--- src/hw/ubl_defines.vh ---
`ifndef UBL_DEFINES_VH
`define UBL_DEFINES_VH

// ----------------------------------------
// Register offsets
// ----------------------------------------
`define UBL_OFF_CMD 8'h00
`define UBL_OFF_MODE 8'h04
`define UBL_OFF_THR 8'h08
`define UBL_OFF_STAT 8'h0c
`define UBL_OFF_INTST 8'h10
`define UBL_OFF_INTMSK 8'h14
`define UBL_OFF_LINM 8'h18
`define UBL_OFF_LINID 8'h1c

// ----------------------------------------
// Field positions
// ----------------------------------------
`define UBL_CMD_STT 0
`define UBL_CMD_STP 1
`define UBL_MODE_TG_LSB 16
`define UBL_MODE_PAR 24
`define UBL_LINM_EN 0
`define UBL_LINM_CKD 4
`define UBL_LINM_CKT 5
`define UBL_LINM_DLM 8
`define UBL_LINM_DLC_LSB 16
`define UBL_INT_BRKEND 0
`define UBL_INT_FRMEND 1
`define UBL_INT_CHREND 2

// ----------------------------------------
// Reset values and timing counts
// ----------------------------------------
`define UBL_DIV_RST 16'h0010
`define UBL_TG_RST 8'h00
`define UBL_GUARD_MIN 8'h0c
`define UBL_CHAR_BITS 8'h0a
`define UBL_BRK_FILL 8'h00
`define UBL_LEN_2 9'h002
`define UBL_LEN_4 9'h004
`define UBL_LEN_8 9'h008

`endif

--- src/hw/ubl_tx_shift.v ---
`timescale 1ns/1ps
module ubl_tx_shift (
  input wire clk, // Peripheral clock
  input wire rstn, // Async reset, active low
  input wire bit_tick, // One pulse per bit time
  input wire load, // Load a character
  input wire [7:0] data, // Character to send
  input wire par_en, // Even parity bit enable
  output wire busy, // Character in flight
  output wire txd, // Serial line level
  output wire done // Last bit finished, pulse
);

reg [10:0] sh_ff;
reg [3:0] cnt_ff;

// ----------------------------------------
// Shift register, LSB first, idle high
// ----------------------------------------
always @(posedge clk or negedge rstn) begin
  if (!rstn) begin
    sh_ff <= 11'h7ff;
    cnt_ff <= 4'h0;
  end else if (load) begin
    sh_ff <= {1'b1, (par_en ? ^data : 1'b1), data, 1'b0};
    cnt_ff <= par_en ? 4'hb : 4'ha;
  end else if (bit_tick && cnt_ff != 4'h0) begin
    sh_ff <= {1'b1, sh_ff[10:1]};
    cnt_ff <= cnt_ff - 4'h1;
  end
end

// Status and line
assign busy = (cnt_ff != 4'h0);
assign txd = sh_ff[0];
assign done = bit_tick && (cnt_ff == 4'h1);

endmodule // ubl_tx_shift

--- src/hw/ubl_lin_calc.v ---
`timescale 1ns/1ps
`include "ubl_defines.vh"
module ubl_lin_calc (
  input wire clk, // Peripheral clock
  input wire rstn, // Async reset, active low
  input wire clr, // Start a new sum
  input wire [7:0] seed, // First term of the sum
  input wire add, // Add one data byte
  input wire [7:0] byte_in, // Data byte
  input wire length_mode_sel, // Length from identifier
  input wire [7:0] length_count, // Programmed count
  input wire [7:0] frame_identifier, // Protected identifier
  output wire [8:0] resp_len, // Data bytes, no checksum
  output wire [7:0] checksum // Inverted sum
);

reg [7:0] sum_ff;
reg [8:0] id_len;
wire [8:0] s9;
wire [7:0] nxt_sum;

// ----------------------------------------
// Sum with end-around carry
// ----------------------------------------
assign s9 = {1'b0, sum_ff} + {1'b0, byte_in};
assign nxt_sum = s9[7:0] + {7'h00, s9[8]};

always @(posedge clk or negedge rstn) begin
  if (!rstn) begin
    sum_ff <= 8'h00;
  end else if (clr) begin
    sum_ff <= seed;
  end else if (add) begin
    sum_ff <= nxt_sum;
  end
end

assign checksum = ~sum_ff;

// ----------------------------------------
// Response data length
// ----------------------------------------
always @* begin
  case (frame_identifier[5:4])
    2'b10: id_len = `UBL_LEN_4;
    2'b11: id_len = `UBL_LEN_8;
    default: id_len = `UBL_LEN_2;
  endcase
end

// Data bytes only, checksum not counted
assign resp_len = length_mode_sel ? id_len : ({1'b0, length_count} + 9'h001);

endmodule // ubl_lin_calc

--- src/hw/ubl_top.v ---
`timescale 1ns/1ps
`include "ubl_defines.vh"
module ubl_top (
  input wire pclk, // APB clock, 40 MHz
  input wire presetn, // Async reset, active low
  input wire psel, // APB select
  input wire penable, // APB access phase
  input wire pwrite, // APB direction
  input wire [7:0] paddr, // APB byte address
  input wire [31:0] pwdata, // APB write data
  output reg [31:0] prdata, // APB read data
  output reg pready, // APB ready
  output reg pslverr, // APB error, unmapped
  output reg txd, // Serial output line
  output reg irq // Level interrupt
);

// ----------------------------------------
// Transmit states
// ----------------------------------------
localparam S_IDLE = 2'b00;
localparam S_BRK = 2'b01;
localparam S_GUARD = 2'b10;

reg [15:0] div_ff;
reg [7:0] tg_ff;
reg par_en_ff;
reg lin_en_ff;
reg ckd_ff;
reg ckt_ff;
reg dlm_ff;
reg [7:0] dlc_ff;
reg [7:0] id_ff;
reg [7:0] hold_ff;
reg hold_vld_ff;
reg brk_pend_ff;
reg brk_stop_ff;
reg [1:0] state_ff;
reg [7:0] bcnt_ff;
reg [15:0] baud_cnt_ff;
reg tick_ff;
reg frm_act_ff;
reg chk_pend_ff;
reg [8:0] fcnt_ff;
reg [2:0] int_st_ff;
reg [2:0] int_msk_ff;
reg [31:0] rd_mux;
reg rd_err;

wire setup;
wire acc;
wire wr;
wire sh_busy;
wire sh_txd;
wire sh_done;
wire [8:0] resp_len;
wire [7:0] checksum;
wire tx_holding_free;
wire tx_all_empty;
wire start_break_cmd;
wire stop_break_cmd;
wire wr_thr;
wire wr_id;
wire can_load;
wire ld_chk;
wire ld_hold;
wire sh_load;
wire [7:0] sh_data;
wire [7:0] char_bits;
wire [7:0] guard_len;
wire brk_end;
wire frm_end;
wire [2:0] ev;
wire [2:0] nxt_int_st;

// ----------------------------------------
// APB decode
// ----------------------------------------
assign setup = psel && !penable;
assign acc = psel && penable && pready;
assign wr = acc && pwrite && !pslverr;
assign wr_thr = wr && (paddr == `UBL_OFF_THR);
assign wr_id = wr && (paddr == `UBL_OFF_LINID);

// Read data and address check
always @* begin
  rd_mux = 32'h00000000;
  rd_err = 1'b0;
  case (paddr)
    `UBL_OFF_CMD: rd_mux = 32'h00000000;
    `UBL_OFF_MODE: rd_mux = {7'h00, par_en_ff, tg_ff, div_ff};
    `UBL_OFF_THR: rd_mux = 32'h00000000;
    `UBL_OFF_STAT: rd_mux = {28'h0000000, frm_act_ff, (state_ff == S_BRK), tx_all_empty, tx_holding_free};
    `UBL_OFF_INTST: rd_mux = {29'h00000000, int_st_ff};
    `UBL_OFF_INTMSK: rd_mux = {29'h00000000, int_msk_ff};
    `UBL_OFF_LINM: rd_mux = {8'h00, dlc_ff, 7'h00, dlm_ff, 2'h0, ckt_ff, ckd_ff, 3'h0, lin_en_ff};
    `UBL_OFF_LINID: rd_mux = {24'h000000, id_ff};
    default: rd_err = 1'b1;
  endcase
end

// No wait state: answer prepared in setup cycle
always @(posedge pclk or negedge presetn) begin
  if (!presetn) begin
    pready <= 1'b0;
    pslverr <= 1'b0;
    prdata <= 32'h00000000;
  end else begin
    pready <= setup;
    pslverr <= setup && rd_err;
    prdata <= (setup && !pwrite) ? rd_mux : 32'h00000000;
  end
end

// ----------------------------------------
// Configuration registers
// ----------------------------------------
always @(posedge pclk or negedge presetn) begin
  if (!presetn) begin
    div_ff <= `UBL_DIV_RST;
    tg_ff <= `UBL_TG_RST;
    par_en_ff <= 1'b0;
    lin_en_ff <= 1'b0;
    ckd_ff <= 1'b0;
    ckt_ff <= 1'b0;
    dlm_ff <= 1'b0;
    dlc_ff <= 8'h00;
    id_ff <= 8'h00;
    int_msk_ff <= 3'h0;
  end else if (wr) begin
    if (paddr == `UBL_OFF_MODE) begin
      div_ff <= pwdata[15:0];
      tg_ff <= pwdata[`UBL_MODE_TG_LSB+7:`UBL_MODE_TG_LSB];
      par_en_ff <= pwdata[`UBL_MODE_PAR];
    end
    if (paddr == `UBL_OFF_LINM) begin
      lin_en_ff <= pwdata[`UBL_LINM_EN];
      ckd_ff <= pwdata[`UBL_LINM_CKD];
      ckt_ff <= pwdata[`UBL_LINM_CKT];
      dlm_ff <= pwdata[`UBL_LINM_DLM];
      dlc_ff <= pwdata[`UBL_LINM_DLC_LSB+7:`UBL_LINM_DLC_LSB];
    end
    if (paddr == `UBL_OFF_INTMSK) begin
      int_msk_ff <= pwdata[2:0];
    end
    if (wr_id) begin
      id_ff <= pwdata[7:0];
    end
  end
end

// ----------------------------------------
// Bit-time divider
// ----------------------------------------
always @(posedge pclk or negedge presetn) begin
  if (!presetn) begin
    baud_cnt_ff <= 16'h0000;
    tick_ff <= 1'b0;
  end else if (div_ff == 16'h0000) begin
    baud_cnt_ff <= 16'h0000;
    tick_ff <= 1'b0;
  end else if (baud_cnt_ff >= div_ff - 16'h0001) begin
    baud_cnt_ff <= 16'h0000;
    tick_ff <= 1'b1;
  end else begin
    baud_cnt_ff <= baud_cnt_ff + 16'h0001;
    tick_ff <= 1'b0;
  end
end

// ----------------------------------------
// Flags and command acceptance
// ----------------------------------------
// A pending break occupies the holding slot like a character
assign tx_holding_free = !hold_vld_ff && !brk_pend_ff;
assign tx_all_empty = tx_holding_free && !sh_busy && (state_ff == S_IDLE) && !chk_pend_ff;

// Start taken only with holding free and no break in progress
assign start_break_cmd = wr && (paddr == `UBL_OFF_CMD) && pwdata[`UBL_CMD_STT] && tx_holding_free &&
                         !brk_pend_ff && (state_ff == S_IDLE);
// Stop needs an accepted start; ignored when sent with start
assign stop_break_cmd = wr && (paddr == `UBL_OFF_CMD) && pwdata[`UBL_CMD_STP] && !pwdata[`UBL_CMD_STT] &&
                        tx_holding_free && (brk_pend_ff || state_ff == S_BRK);

// ----------------------------------------
// Shifter load selection
// ----------------------------------------
// Load on a bit tick so that the start bit lasts a whole bit time
assign can_load = (state_ff == S_IDLE) && !sh_busy && !brk_pend_ff && tick_ff;
assign ld_chk = can_load && chk_pend_ff;
assign ld_hold = can_load && !chk_pend_ff && hold_vld_ff;
assign sh_load = ld_chk || ld_hold;
assign sh_data = ld_chk ? checksum : hold_ff;

// Holding register; writes dropped while a break is pending
always @(posedge pclk or negedge presetn) begin
  if (!presetn) begin
    hold_ff <= 8'h00;
    hold_vld_ff <= 1'b0;
  end else if (wr_thr && tx_holding_free) begin
    hold_ff <= pwdata[7:0];
    hold_vld_ff <= 1'b1;
  end else if (ld_hold) begin
    hold_vld_ff <= 1'b0;
  end
end

// ----------------------------------------
// Break sequencer
// ----------------------------------------
assign char_bits = par_en_ff ? (`UBL_CHAR_BITS + 8'h01) : `UBL_CHAR_BITS;
assign guard_len = (tg_ff > `UBL_GUARD_MIN) ? tg_ff : `UBL_GUARD_MIN;
assign brk_end = (state_ff == S_GUARD) && (bcnt_ff > guard_len);

always @(posedge pclk or negedge presetn) begin
  if (!presetn) begin
    state_ff <= S_IDLE;
    bcnt_ff <= 8'h00;
    brk_pend_ff <= 1'b0;
    brk_stop_ff <= 1'b0;
  end else begin
    if (stop_break_cmd) begin
      brk_stop_ff <= 1'b1;
    end
    case (state_ff)
      S_IDLE: begin
        if (start_break_cmd) begin
          brk_pend_ff <= 1'b1;
        end else if (brk_pend_ff && !sh_busy) begin
          // Break starts after the character in flight
          brk_pend_ff <= 1'b0;
          bcnt_ff <= 8'h00;
          state_ff <= S_BRK;
        end
      end
      S_BRK: begin
        // Whole bit times counted; the first tick may be partial
        if (tick_ff && bcnt_ff <= char_bits) begin
          bcnt_ff <= bcnt_ff + 8'h01;
        end
        if ((brk_stop_ff || stop_break_cmd) && bcnt_ff > char_bits) begin
          brk_stop_ff <= 1'b0;
          bcnt_ff <= 8'h00;
          state_ff <= S_GUARD;
        end
      end
      S_GUARD: begin
        if (tick_ff) begin
          bcnt_ff <= bcnt_ff + 8'h01;
        end
        if (brk_end) begin
          bcnt_ff <= 8'h00;
          state_ff <= S_IDLE;
        end
      end
      default: begin
        state_ff <= S_IDLE;
      end
    endcase
  end
end

// ----------------------------------------
// LIN response framing
// ----------------------------------------
assign frm_end = (frm_act_ff && fcnt_ff == resp_len) || ld_chk;

always @(posedge pclk or negedge presetn) begin
  if (!presetn) begin
    frm_act_ff <= 1'b0;
    chk_pend_ff <= 1'b0;
    fcnt_ff <= 9'h000;
  end else if (wr_id && lin_en_ff) begin
    frm_act_ff <= 1'b1;
    chk_pend_ff <= 1'b0;
    fcnt_ff <= 9'h000;
  end else if (frm_act_ff && fcnt_ff == resp_len) begin
    // Checksum follows the last data byte unless disabled
    frm_act_ff <= 1'b0;
    chk_pend_ff <= !ckd_ff;
  end else if (ld_chk) begin
    chk_pend_ff <= 1'b0;
  end else if (ld_hold && frm_act_ff) begin
    fcnt_ff <= fcnt_ff + 9'h001;
  end
end

// Enhanced seeds the sum with the identifier, classic with zero
ubl_lin_calc u_calc (
  .clk(pclk),
  .rstn(presetn),
  .clr(wr_id),
  .seed(pwdata[7:0] & {8{!ckt_ff}}),
  .add(ld_hold && frm_act_ff),
  .byte_in(hold_ff),
  .length_mode_sel(dlm_ff),
  .length_count(dlc_ff),
  .frame_identifier(id_ff),
  .resp_len(resp_len),
  .checksum(checksum)
);

// ----------------------------------------
// Character shifter
// ----------------------------------------
ubl_tx_shift u_shift (
  .clk(pclk),
  .rstn(presetn),
  .bit_tick(tick_ff),
  .load(sh_load),
  .data(sh_data),
  .par_en(par_en_ff),
  .busy(sh_busy),
  .txd(sh_txd),
  .done(sh_done)
);

// Line low for the whole break, like a zero character
always @(posedge pclk or negedge presetn) begin
  if (!presetn) begin
    txd <= 1'b1;
  end else if (state_ff == S_BRK) begin
    txd <= ^`UBL_BRK_FILL;
  end else begin
    txd <= sh_txd;
  end
end

// ----------------------------------------
// Interrupt status, write one to clear
// ----------------------------------------
assign ev = {sh_done, frm_end && !(frm_act_ff && !ckd_ff && fcnt_ff == resp_len), brk_end};
assign nxt_int_st = (int_st_ff & ~((wr && paddr == `UBL_OFF_INTST) ? pwdata[2:0] : 3'h0)) | ev;

always @(posedge pclk or negedge presetn) begin
  if (!presetn) begin
    int_st_ff <= 3'h0;
    irq <= 1'b0;
  end else begin
    int_st_ff <= nxt_int_st;
    irq <= |(nxt_int_st & int_msk_ff);
  end
end

endmodule // ubl_top

--- config.mk ---
export PLATFORM = sky130hd
export DESIGN_NAME = ubl_top
export DESIGN_NICKNAME = d
export VERILOG_FILES = /design/src/hw/ubl_tx_shift.v /design/src/hw/ubl_lin_calc.v /design/src/hw/ubl_top.v
export VERILOG_INCLUDE_DIRS = /design/src /design/src/hw
export SDC_FILE = /design/constraint.sdc
export NUM_CORES = 1
export LEC_CHECK = 0
export BUFFER_PORTS_ARGS = -buffer_cell sky130_fd_sc_hd__buf_2
export CAP_MARGIN = 20
export CORE_AREA = 5 5 91 178
export CTS_BUF_LIST = sky130_fd_sc_hd__clkbuf_8 sky130_fd_sc_hd__clkbuf_16
export CTS_CLUSTER_SIZE = 12
export DETAILED_ROUTE_END_ITERATION = 8
export DIE_AREA = 0 0 96 183
export GPL_ROUTABILITY_DRIVEN = 0
export PLACE_DENSITY = 0.79
export SYNTH_ARGS = -nofsm -noshare
export SYNTH_HDL_FRONTEND = slang
export SYNTH_SLANG_ARGS = --single-unit
--- constraint.sdc ---
create_clock -name pclk -period 7.3 [get_ports pclk]
set_clock_uncertainty 0.05 [all_clocks]
set_input_delay 0.365 -clock pclk [delete_from_list [all_inputs] [get_ports pclk]]
set_output_delay 0.365 -clock pclk [all_outputs]
set_load 0.005 [all_outputs]
# Word level (Yosys, flattened, before mapping)
# Cells that the tools add are included.
[totals]
register_bits = 159
latch_bits = 0
mem_bits_rw = 0
rom_bits = 0
inputBits = 45
output_inout_bits = 36
word_cells = 200
mem_count = 0
[classes]
addsub = 8
multipliers = 0
n_div = 0
magnitude_cmp = 5
eq_ne = 21
shifts = 0
n_mux = 50
n_bitwise = 6
n_reduce_logical = 80
[ops]
columns = ["operator", "n"]
rows = [
  ["$pmux W25 S6", 1],
  ["$mux W8", 10],
  ["$mux W9", 5],
  ["$logic_and A1 B1 Y1", 42],
  ["$eq A8 B5 Y1 const B", 4],
  ["$mux W16", 2],
  ["$mux W32", 1],
  ["$pmux W8 S3", 1],
  ["$mux W11", 2],
  ["$mux W1", 19],
  ["$add A16 B1 Y16 const B", 1],
  ["$eq A8 B4 Y1 const B", 2],
  ["$ge A16 B16 Y1", 1],
  ["$logic_not A16 Y1", 1],
  ["$sub A16 B1 Y16 const B", 1],
  ["$reduce_bool A2 Y1", 6],
  ["$logic_not A1 Y1", 11],
  ["$reduce_and A2 Y1", 5],
  ["$add A8 B1 Y9 const B", 1],
  ["$add A8 B8 Y9", 1],
  ["$add A9 B1 Y9 const B", 1],
  ["$eq A9 B9 Y1", 1],
  ["$add A8 B1 Y8", 1],
  ["$add A8 B1 Y8 const B", 1],
  ["34 further kinds", 49],
]

# Longest topological paths before layout
# Gate-level depths: netlist of run 1.
[depth]
depth_word = 13
ltp_mapped = 14
ltp_nobuf = 14

# Hierarchy
# Synthesis of run 1 repeated with hierarchy kept, for this count alone.
[hier_totals]
hier_cells = 866
hier_area_um2 = 8703.3
[by_module_without_submodules]
columns = ["mod", "n_inst", "cells_each", "area_each_um2", "seq_area_each_um2"]
rows = [
  ["ubl_top", 1, 644, 6839.1, 3230.6],
  ["ubl_lin_calc", 1, 138, 1081.0, 200.2],
  ["ubl_tx_shift", 1, 84, 783.3, 362.8],
]

# Worst setup path after synthesis of run 1
# OpenSTA, ideal clock, no wires.
[synth_timing]
path_type = "register to register"
startpoint = "register div_ff[5]"
endpoint = "register baud_cnt_ff[10]"
setup_time_ns = 0.121
arrival_ns = 2.853
required_ns = 7.129
path_slack_ns = 4.276
path_stages_with_launch = 11
path_buffers = 1
synth_period_minus_slack_ns = 3.024
path_cell_list = "dfrtp_1 -> nor4_1 -> nand3_1 -> or3_1 -> xor2_1 -> ha_1 -> nand4_1 -> o31a_1 -> o21ai_1 -> buf_2 -> nor2_1"
[synth_between]
elab_chain_cells = 4
word_cells_on_any_way = 5
cone_classes = "add/sub (1); order compare (1); mux (2); reduce/logical (1)"
[synth_rtl]
columns = ["item", "line", "source"]
rows = [
  ["start: declaration", "ubl_top.v:25", "reg [15:0] div_ff;"],
  ["start signal: assignment", "ubl_top.v:120", "div_ff <= `UBL_DIV_RST;"],
  ["start signal: assignment", "ubl_top.v:132", "div_ff <= pwdata[15:0];"],
  ["$sub A16 B1 Y16", "ubl_top.v:162", "end else if (baud_cnt_ff >= div_ff - 16'h0001) begin"],
  ["$ge A16 B16 Y1", "ubl_top.v:162", ""],
  ["$mux W16", "ubl_top.v:162", ""],
  ["$mux W16 *", "ubl_top.v:159", "end else if (div_ff == 16'h0000) begin"],
  ["end signal: assignment", "ubl_top.v:166", "baud_cnt_ff <= baud_cnt_ff + 16'h0001;"],
  ["end: declaration", "ubl_top.v:40", "reg [15:0] baud_cnt_ff;"],
]
# Every way passes the cells marked *; elsewhere a longest branch is shown, timed or not.
# A chain may end at the register's enable or synchronous reset.

# Worst setup path after layout of run 1
[layout_timing]
startpoint = "register div_ff[5]"
endpoint = "register baud_cnt_ff[8]"
# Same word-level chain as after synthesis.

==> metrics, run 1 <==
CP Capture Type flip-flop; Critical Path AT just under 4 ns; CTS root buf clkbuf_16; Final #Nets 1039; initial antenna violation count 0; First-pass DRT Iterations 5; chip width 96 um; ys async rst share 100%; outcome completed; worst hold margin 0.115 ns; Max Freq 0.275 GHz; number of library cell types mapped by synthesis 74; CP Launch Type flip-flop; final wirelength 20800 um; Avg WL per Cell ~18 um; largest net degree at the start of global routing 91; Core Box Area 14700 um^2; static leakage between 0.004 and 0.005 uW; fin area 9710 um^2; PwrDens roughly 220 nW/um^2; drt first-iter violations around 430; Avg Cell Area, Syn 9.79 um^2; footprint of the multi-input gates 4570 um^2; Buf/Inv on CP 1; final setup fails 0; min cycle time layout 3.63 ns; Max Slew Vio Count 0; slowest cell delay on critical path 0.60 ns; pre-CTS setup slack approximately 3.4 ns; DIE AREA 17600 um^2; DR vias approximately 7000; Initial Utilization 58.7%; Port Buffers 66; CTS tree done; postcts setup bufs 0; Fillers 1177; DRC viols 0; # IOs 81; cells along the critical path nor4_1 > nand3_1 > or3_1 > xor2_1 > ha_1 > nand4_1 > o31a_1 > o21ai_1 > buf_4 > nor2_1; Via-to-Cell Ratio just over 6; Least-Margin Pin Slew 0.880 ns; Worst Path Required 7.56 ns; vias in the first global route 7092; Syn Std Cell Area about 8600 um^2; CP max stage cell nor4_1; TritonCTS buffer count 17; Clock Pin Slew Worst Setup and Hold Paths ~0.060 ns; first-pass GRT wire length 34700 um; GRT Overall Usage 25.2%; clk_lat worst skew 0.43 ns; area post-placement 9090 um^2; Seq/Total Area, Yosys 44.0%; # H-tree levels 4; GRT overflow 0; Peak supply drop 0.169 mV; DRT antenna net count 0; ratio of cells with drive above 1 in the final layout 18.8%; DP HPWL between 15000 and 20000 um; Sink Count 151; Post-synth EDFFs 0; Ant. Diodes 0; largest delay contributor family on the critical path simple AND/OR/NAND/NOR gates; Relative slew margins 41.1%; Tcrit/Tclk final 49.7%; Layout Area Growth over Synthesis 12.8%; die span in y 183 um; number of cell rows between 60 and 70; Max Root-Sink Buffers 2; critical path type flip-flop to flip-flop; post-synthesis register bit count 151; register area 3790 um^2; Hold Path Class input pin to flip-flop; top_reg_cell synth dfrtp_1; RSZ-0062 raised after global routing no; setup TNS 0 ns; Crit Path Max Fanout 10; Hold Fails Final Rpt 0; yosys warns 0; max_cap viols 0; Worst Setup Slack, final 3.67 ns; Post-Syn Instances 880
power breakdown:
group / switching [uW] / internal, uW
clock: 360 / 511
sequential: 50.1 / 889
combinational: 226 / 148
metrics by stage:
step                total power, uW  utilization, %  instances
floorplan                      1200               -        886
global placement               1290            62.0       1117
detailed placement             1320            62.0       1117
CTS                            2180            66.1       1150
global route                   2280            66.2       1153
finish                         2180            66.2       1153
registers in the layout (all words and copies together), names as in the netlist, 2 cells and up:
signal          cells
div_ff             16
tg_ff               8
hold_ff             8
prdata             25
id_ff               8
state_ff            2
baud_cnt_ff        16
u_shift.cnt_ff      4
fcnt_ff             9
u_calc.sum_ff       8
int_msk_ff          3
dlc_ff              8
int_st_ff           3
u_shift.sh_ff      10
bcnt_ff             8
worst register-to-register path, stage by stage, from the launching register on:
cell and delay (ns):
dfrtp_1 0.45, nor4_1 0.60, nand3_1 0.31, or3_1 0.41
xor2_1 0.16, ha_1 0.29, nand4_1 0.12, o31a_1 0.34
o21ai_1 0.45, buf_4 0.28, nor2_1 0.06
layer usage:
metal  GRT usage (%)  up-vias  wire length (um)
met5               0        -                 0
li1                -     3261                 -
met4            11.3        0               727
met3            4.72       60              1130
met2            41.6      258             10700
met1            31.6     3425              8330
cell families after synthesis:
group | synth area share [%]
and+or+nand+nor | 18.1
buffers and inverters | 3.14
DFF | 44.0
xor gates and xnor gates | 6.26
muxes | 6.90
adders and majority gates | 7.21
AOI/OAI and AO/OA | 14.3
other | 0.0435
cells in the mapped netlist (all sizes together), types with 5 or more instances:
| master | n | area [um^2] |
|---|---|---|
| dfrtp | 139 | 3480 |
| nand2b | 6 | 37.5 |
| nor3 | 17 | 90.1 |
| o22ai | 6 | 43.8 |
| ha | 48 | 601 |
| and3 | 21 | 131 |
| nor2b | 13 | 81.3 |
| o211ai | 5 | 42.5 |
| inv | 26 | 97.6 |
| buf | 16 | 97.6 |
| o21a | 6 | 45.0 |
| nor2 | 77 | 297 |
| clkbuf | 20 | 75.1 |
| and2 | 7 | 43.8 |
| a22o | 6 | 52.6 |
| xor2 | 18 | 158 |
| a21o | 12 | 90.1 |
| a21oi | 29 | 145 |
| a22oi | 14 | 105 |
| nand2 | 109 | 409 |
| dfstp | 12 | 315 |
| o21ai | 54 | 270 |
| or3 | 6 | 37.5 |
| nor4 | 9 | 71.3 |
| mux2 | 43 | 484 |
| nand4 | 10 | 68.8 |
| mux2i | 11 | 110 |
| nand3 | 25 | 125 |
| a31oi | 11 | 68.8 |
| xnor2 | 41 | 359 |
placed cells by master (no fill, tap or decap), types with 11 or more instances in the layout:
cell,netlist,final
and3_1,21,21
buf_2,9,66
mux2_2,43,43
xnor2_1,41,41
ha_1,48,48
mux2i_1,11,11
a22oi_1,14,14
clkbuf_16,0,17
nand2_1,109,109
a21o_1,12,12
inv_1,26,26
xor2_1,18,18
a21oi_1,29,29
nor3_1,16,16
nor2_1,76,76
dfrtp_1,139,139
nand3_1,25,25
nor2b_1,13,13
dfstp_2,12,12
o21ai_0,53,53
a31oi_1,11,11
path summary, 6_finish.rpt:
kind / start / end / slack [ns] / cells past startpoint
setup / recovery: div_ff[5]$_DFFE_PN0P_ / baud_cnt_ff[8]$_DFF_PN0_ / 3.67 / 10
setup reg to reg: div_ff[5]$_DFFE_PN0P_ / baud_cnt_ff[8]$_DFF_PN0_ / 3.67 / 10
hold reg to reg: u_shift.sh_ff[0]$_DFFE_PN1P_ / u_shift.sh_ff[0]$_DFFE_PN1P_ / 0.42 / 2
min in group asynchronous: presetn / prdata[10]$_DFF_PN0_ / 0.53 / 2
hold / removal: pwdata[20] / tg_ff[4]$_DFFE_PN0P_ / 0.11 / 3
max in group asynchronous: presetn / hold_ff[3]$_DFFE_PN0P_ / 5.39 / 3
timing repair:
action                                 CTS  global route
endpoints found under the hold margin   34             0
hold buffers                             1             0
gates resized for setup                  0             0
final cells by class:
cell class                 instances  area share (%)
multi-input combinational        673            47.1
clock inverter                    11            1.16
timing repair buffer              76            4.24
inverter                          26            1.00
tap                              195            2.51
sequential                       151            39.1
clock buffer                      21            4.95
No activity file was read; power rests on OpenSTA's default activity.
==> run 2: changes to the inputs <==
- clock period: 7.3 -> 3.45 ns (I/O delays scaled with it)
==> run 2 against run 1 <==
Effect of this change: wire length up 4.5%; clock-buffer cell count down 1; cell area up 3.9%; largest power group is now the clock network.
==> metrics, run 2 (synthesized netlist as in run 1, its figures left out) <==
Relative slew margins 45.1% (was 41.1%); chip width 96 um (unchanged); ratio of cells with drive above 1 in the final layout 19.0% (was 18.8%); Final Util 68.8% (was 66.2%); # H-tree levels 4 (unchanged); commonest non-fill, non-tap cell in the layout dfrtp_1 (unchanged); Reg power frac 41.1% (was 43.0%); PwrDens 480 nW/um^2 (was 225 nW/um^2); drt first-iter violations 451 (was 429); outcome completed (unchanged); static leakage 0.00474 uW (was 0.00457 uW); CP Launch Type flip-flop (unchanged); DRT antenna net count 0 (unchanged); GRT overflow 0 (unchanged); Final #Nets 1070 (was 1039); Critical Path AT 3.56 ns (was 3.89 ns); Peak supply drop 0.353 mV (was 0.169 mV); Initial Utilization 58.7% (unchanged); DP HPWL 14900 um (was 15000 um); DR vias 7228 (was 7004); Hold Fails Final Rpt 0 (unchanged); Avg WL per Cell 18.4 um (was 18.1 um); CTS root buf clkbuf_16 (unchanged); clk_lat worst skew 0.42 ns (was 0.43 ns); # IOs 81 (unchanged); Worst Setup Slack, final 0.177 ns (was 3.67 ns); Max Slew Vio Count 0 (unchanged); TritonCTS buffer count 17 (unchanged); Sink Count 151 (unchanged); final wirelength 21800 um (was 20800 um); First-pass DRT Iterations 5 (unchanged); pre-CTS setup slack -0.112 ns (was 3.40 ns); Max Freq 0.306 GHz (was 0.275 GHz); first-pass GRT wire length 36700 um (was 34700 um); switch share 27.6% (was 29.1%); CTS tree done (unchanged); CP Capture Type flip-flop (unchanged); Via-to-Cell Ratio 6.10 (was 6.07); vias in the first global route 7356 (was 7092); Core Box Area 14700 um^2 (unchanged); min cycle time layout 3.27 ns (was 3.63 ns); Max Root-Sink Buffers 2 (unchanged); switching power 1340 uW (was 636 uW); number of cell rows 63 (unchanged); commonest non-fill, non-tap cells in the layout dfrtp_1, nand2_1, nor2_1, buf_2, o21ai_0 (unchanged); Least-Margin Pin Slew 0.824 ns (was 0.880 ns); GRT Overall Usage 26.7% (was 25.2%); Port Buffers 66 (unchanged); Tcrit/Tclk final 94.9% (was 49.7%); critical path type flip-flop to flip-flop (unchanged); DIE AREA 17600 um^2 (unchanged); initial antenna violation count 0 (unchanged); Clock power frac 41.5% (was 39.9%); biggest regs prdata (25), baud_cnt_ff (16), div_ff (16) (unchanged); Largest register FFs 25 (unchanged); largest net degree at the start of global routing 92 (was 91); final setup fails 0 (unchanged); P_int 3500 uW (was 1550 uW); Worst Path Required 3.73 ns (was 7.56 ns); Layout Area Growth over Synthesis 17.1% (was 12.8%); die span in y 183 um (unchanged); Hold Path Class input pin to flip-flop (unchanged); max_cap viols 0 (unchanged); Crit Path Max Fanout 16 (was 10); DRC viols 0 (unchanged); combinational power share 17.4% (was 17.1%); Clock Pin Slew Worst Setup and Hold Paths 0.06 ns (about the same); Largest Register prdata (unchanged)
## run 2: changes by cell type in the layout (fill, tap and decap cells not counted), sizes merged, moves of 2 or more
cell,before,now
dlygate4sd3,1,25
bufinv,1,4
clkinvlp,4,2
inv,30,28
buf,75,82
clkinv,2,4
## run 2: final cells by class
cell class | instances | area [um^2]
Clock inverter | 12 | 175
Tap cell | 195 | 244
Timing Repair Buffer | 107 | 719
Sequential cell | 151 | 3790
Fill cell | 1109 | 4570
Antenna cell | 1 | 2.50
Clock buffer | 20 | 467
Inverter | 26 | 97.6
Multi-Input combinational cell | 673 | 4590
## run 2: timing repair
action | in CTS | in global routing
resized for setup | 1 | 2
hold endpoints to repair | 111 | 0
endpoints found under the setup margin | 16 | 18
buffers inserted | 0 | 0
hold buffers | 25 | 0
## run 2: per-stage QoR
| stage | total power (uW) | instance area (um^2) | TNS (ns) | hold WS, ns | std cells |
|---|---|---|---|---|---|
| final | 4840 | 10100 | 0 | 0.0236 | 1185 |
| after global routing | 5080 | 10100 | -0.00341 | 0.0123 | 1184 |
| after CTS | 4840 | 10100 | 0 | 0.00924 | 1184 |
| after detailed placement | 2810 | 9180 | -1.44 | 0.258 | 1127 |
| after global placement | 2770 | 9180 | 0 | 0.249 | 1127 |
| after floorplan | 2550 | 8640 | 0 | -0.173 | 886 |
## run 2: worst paths after layout
path / to / slack (ns) / cells past startpoint / from
min reg2reg: id_ff[0]$_DFFE_PN0P_ / 0.43 / 2 / id_ff[0]$_DFFE_PN0P_
max reg2reg: baud_cnt_ff[10]$_DFF_PN0_ / 0.18 / 10 / div_ff[7]$_DFFE_PN0P_
min in group asynchronous: prdata[10]$_DFF_PN0_ / 0.36 / 2 / presetn
max: baud_cnt_ff[10]$_DFF_PN0_ / 0.18 / 10 / div_ff[7]$_DFFE_PN0P_
min: pslverr$_DFF_PN0_ / 0.02 / 3 / paddr[0]
max in group asynchronous: div_ff[4]$_DFFE_PN1P_ / 2.16 / 3 / presetn
## run 2: power by group through the flow
stage	Sequential, uW	Combinational [uW]	Clock (uW)
finish	1990	841	2010
global route	2000	956	2120
CTS	1990	828	2020
detailed placement	2020	797	0
global placement	2010	758	0
floorplan	1990	560	0
## run 2: layer usage
| layer | vias to the layer above | GRT usage (%) | routed length [um] |
|---|---|---|---|
| met4 | 0 | 11.2 | 799 |
| met3 | 56 | 4.23 | 1120 |
| met1 | 3565 | 33.9 | 8740 |
| met2 | 281 | 44.4 | 11100 |
| li1 | 3326 | - | - |
| met5 | - | 0 | 0 |
## run 2: critical path: stages (launching register included)
cell and delay [ns]:
dfrtp_1 0.42, nor4_1 0.45, buf_4 0.21, nand2_1 0.10
nor4_1 0.42, xnor2_1 0.19, ha_1 0.28, a211o_1 0.28
a21boi_0 0.36, o21ai_4 0.23, nor2_1 0.20
==> run 3: changes to the inputs <==
- clock period: 3.45 -> 3.5 ns (I/O delays scaled with it)
==> run 3 against run 2 <==
Effect of this change: critical path depth shrank 1; maximum frequency grew 0.18%; wire length shrank 2.4%; cell area shrank 1.1%; sequential power is essentially flat; non-clock buffer count shrank 4; flip-flop and latch count is the same; utilization shrank 0.74 points; critical endpoint is now baud_cnt_ff[7]$_DFF_PN0_; largest cell class unchanged; largest power group is now sequential cells.
==> metrics, run 3 (synthesized netlist as in run 1, its figures left out) <==
outcome completed (unchanged); chip width 96 um (unchanged); area post-placement 9170 um^2 (was 9180 um^2); Reg2Reg Depth 9 (was 10); Avg WL per Cell 18.0 um (was 18.4 um); Hold Fails Final Rpt 0 (unchanged); Tcrit/Tclk final 93.3% (was 94.9%); vias in the first global route 7471 (was 7356); critical path type flip-flop to flip-flop (unchanged); Largest register FFs 25 (unchanged); max_cap viols 0 (unchanged); GRT overflow 0 (unchanged); DR vias 7104 (was 7228); die span in y 183 um (unchanged); CP Launch Type flip-flop (unchanged); Peak supply drop 0.328 mV (was 0.353 mV); Max Root-Sink Buffers 2 (unchanged); Layout Area Growth over Synthesis 15.8% (was 17.1%); CTS root buf clkbuf_16 (unchanged); # H-tree levels 4 (unchanged); RSZ-0062 raised after global routing no; Crit Path Max Fanout 16 (unchanged); fin area 9980 um^2 (was 10100 um^2); Max Slew Vio Count 0 (unchanged); Critical Path AT 3.50 ns (was 3.56 ns); GRT Overall Usage 26.0% (was 26.7%); Port Buffers 66 (unchanged); number of cell rows 63 (unchanged); largest delay contributor family on the critical path simple AND/OR/NAND/NOR gates (unchanged); Setup crit end baud_cnt_ff[7]$_DFF_PN0_ (was baud_cnt_ff[10]$_DFF_PN0_); commonest non-fill, non-tap cells in the layout dfrtp_1, nand2_1, nor2_1, buf_2, o21ai_0 (unchanged); # IOs 81 (unchanged); drt first-iter violations 361 (was 451); Hold Path Class input pin to flip-flop (unchanged); PwrDens 454 nW/um^2 (was 480 nW/um^2); clk_lat worst skew 0.43 ns (was 0.42 ns); min cycle time layout 3.27 ns (about the same); CP Capture Type flip-flop (unchanged); Initial Utilization 58.7% (unchanged); Worst path depth 9 (was 10); DRT antenna net count 0 (unchanged); Buf/Inv on CP 0 (was 1); commonest non-fill, non-tap cell in the layout dfrtp_1 (unchanged); final wirelength 21200 um (was 21800 um); final setup fails 0 (unchanged); Core Box Area 14700 um^2 (unchanged); Clock Pin Slew Worst Setup and Hold Paths 0.06 ns (about the same); Via-to-Cell Ratio 6.02 (was 6.10); largest net degree at the start of global routing 92 (unchanged); reg-to-reg critical path startpoint div_ff[7]$_DFFE_PN0P_ (unchanged); dpl cells 1125 (was 1127); R2R Path End baud_cnt_ff[7]$_DFF_PN0_ (was baud_cnt_ff[10]$_DFF_PN0_); Relative slew margins 44.1% (was 45.1%); biggest regs prdata (25), baud_cnt_ff (16), div_ff (16) (unchanged); cells along the critical path nor4_1 > nand3_1 > or3_1 > xor2_1 > ha_1 > nand4_1 > o31a_1 > o21ai_2 > nor2_1 (was nor4_1 > buf_4 > nand2_1 > nor4_1 > xnor2_1 > ha_1 > a211o_1 > a21boi_0 > o21ai_4 > nor2_1); Worst Path Required 3.73 ns (about the same); Finished Layout Cells 1180 (was 1185); CTS tree done (unchanged); Final Util 68.1% (was 68.8%); DP HPWL 15100 um (was 14900 um); static leakage 0.00469 uW (was 0.00474 uW); initial antenna violation count 0 (unchanged); First-pass DRT Iterations 5 (unchanged); Setup crit start div_ff[7]$_DFFE_PN0P_ (unchanged); Largest Register prdata (unchanged); DRC viols 0 (unchanged); TritonCTS buffer count 17 (unchanged); R2R setup slack 0.23 ns (was 0.18 ns); Max Freq 0.306 GHz (about the same); Ant. Diodes 0 (was 1); first-pass GRT wire length 36000 um (was 36700 um); postcts setup bufs 0 (unchanged); DIE AREA 17600 um^2 (unchanged); Least-Margin Pin Slew 0.835 ns (was 0.824 ns); slowest cell delay on critical path 0.55 ns (was 0.45 ns); ratio of cells with drive above 1 in the final layout 18.8% (was 19.0%); CP max stage cell o21ai_2 (was nor4_1); Sink Count 151 (unchanged); Final #Nets 1066 (was 1070)
-- run 3: cell types whose count changed in the layout (fill, tap and decap cells not counted), sizes merged --
| cell | before | now |
|---|---|---|
| inv | 28 | 32 |
| bufinv | 4 | 1 |
| buf | 82 | 80 |
| clkbuf | 20 | 18 |
| dlygate4sd3 | 25 | 23 |
| clkinvlp | 2 | 3 |
| diode | 1 | 0 |
-- run 3: how the worst min path moves through the flow --
stage | cells past startpoint | startpoint | slack (ns) | endpoint
detailed placement | 1 | presetn | 0.27 | prdata[10]$_DFF_PN0_
finish | 3 | pwdata[2] | 0.01 | id_ff[2]$_DFFE_PN0P_
CTS | 3 | pwdata[2] | 0.009 | id_ff[2]$_DFFE_PN0P_
floorplan | 0 | presetn | -0.17 | baud_cnt_ff[0]$_DFF_PN0_
global placement | 1 | presetn | 0.26 | prdata[10]$_DFF_PN0_
global route | 3 | pwdata[2] | 0.03 | id_ff[2]$_DFFE_PN0P_
-- run 3: cell type report --
cell class | instances | area [um^2]
clock buffer | 18 | 439
clock inverter | 14 | 126
fill | 1159 | 4680
inverter | 26 | 97.6
multi-input combinational | 673 | 4580
sequential | 151 | 3790
tap | 195 | 244
timing repair buffer | 103 | 697
-- run 3: worst register-to-register path: cells and delay by family, from the launching register on --
| family | cells | cell delay, ns |
|---|---|---|
| xor+xnor | 1 | 0.17 |
| flops | 1 | 0.42 |
| fa+ha+maj | 1 | 0.30 |
| compound gates | 2 | 0.89 |
| simple gates | 5 | 1.28 |
-- run 3: layer usage --
layer	track usage (%)	vias up	wire length, um
met3	4.76	62	1110
met4	13.7	0	836
met1	32.3	3484	8590
met2	42.4	237	10700
met5	0	-	0
li1	-	3321	-
-- run 3: through the flow --
step / setup TNS, ns / hold WS, ns / setup slack (ns) / total power [uW]
global route: 0 / 0.0301 / 0.0555 / 4750
finish: 0 / 0.0127 / 0.233 / 4530
global placement: 0 / 0.259 / 0.106 / 2730
CTS: 0 / 0.00854 / 0.193 / 4550
detailed placement: -0.177 / 0.265 / -0.0306 / 2770
floorplan: 0 / -0.171 / 0.476 / 2510
-- run 3: where the power goes --
| group | switching, uW | leakage (uW) | internal, uW |
|---|---|---|---|
| Combinational | 474 | 0.00247 | 343 |
| Clock | 755 | 0.000276 | 1000 |
| Sequential | 108 | 0.00194 | 1850 |
-- run 3: timing repair --
action	4_1_cts	5_1_grt
hold buffers	23	0
resized for setup	1	1
endpoints found under the setup margin	15	1
hold endpoints to repair	110	0
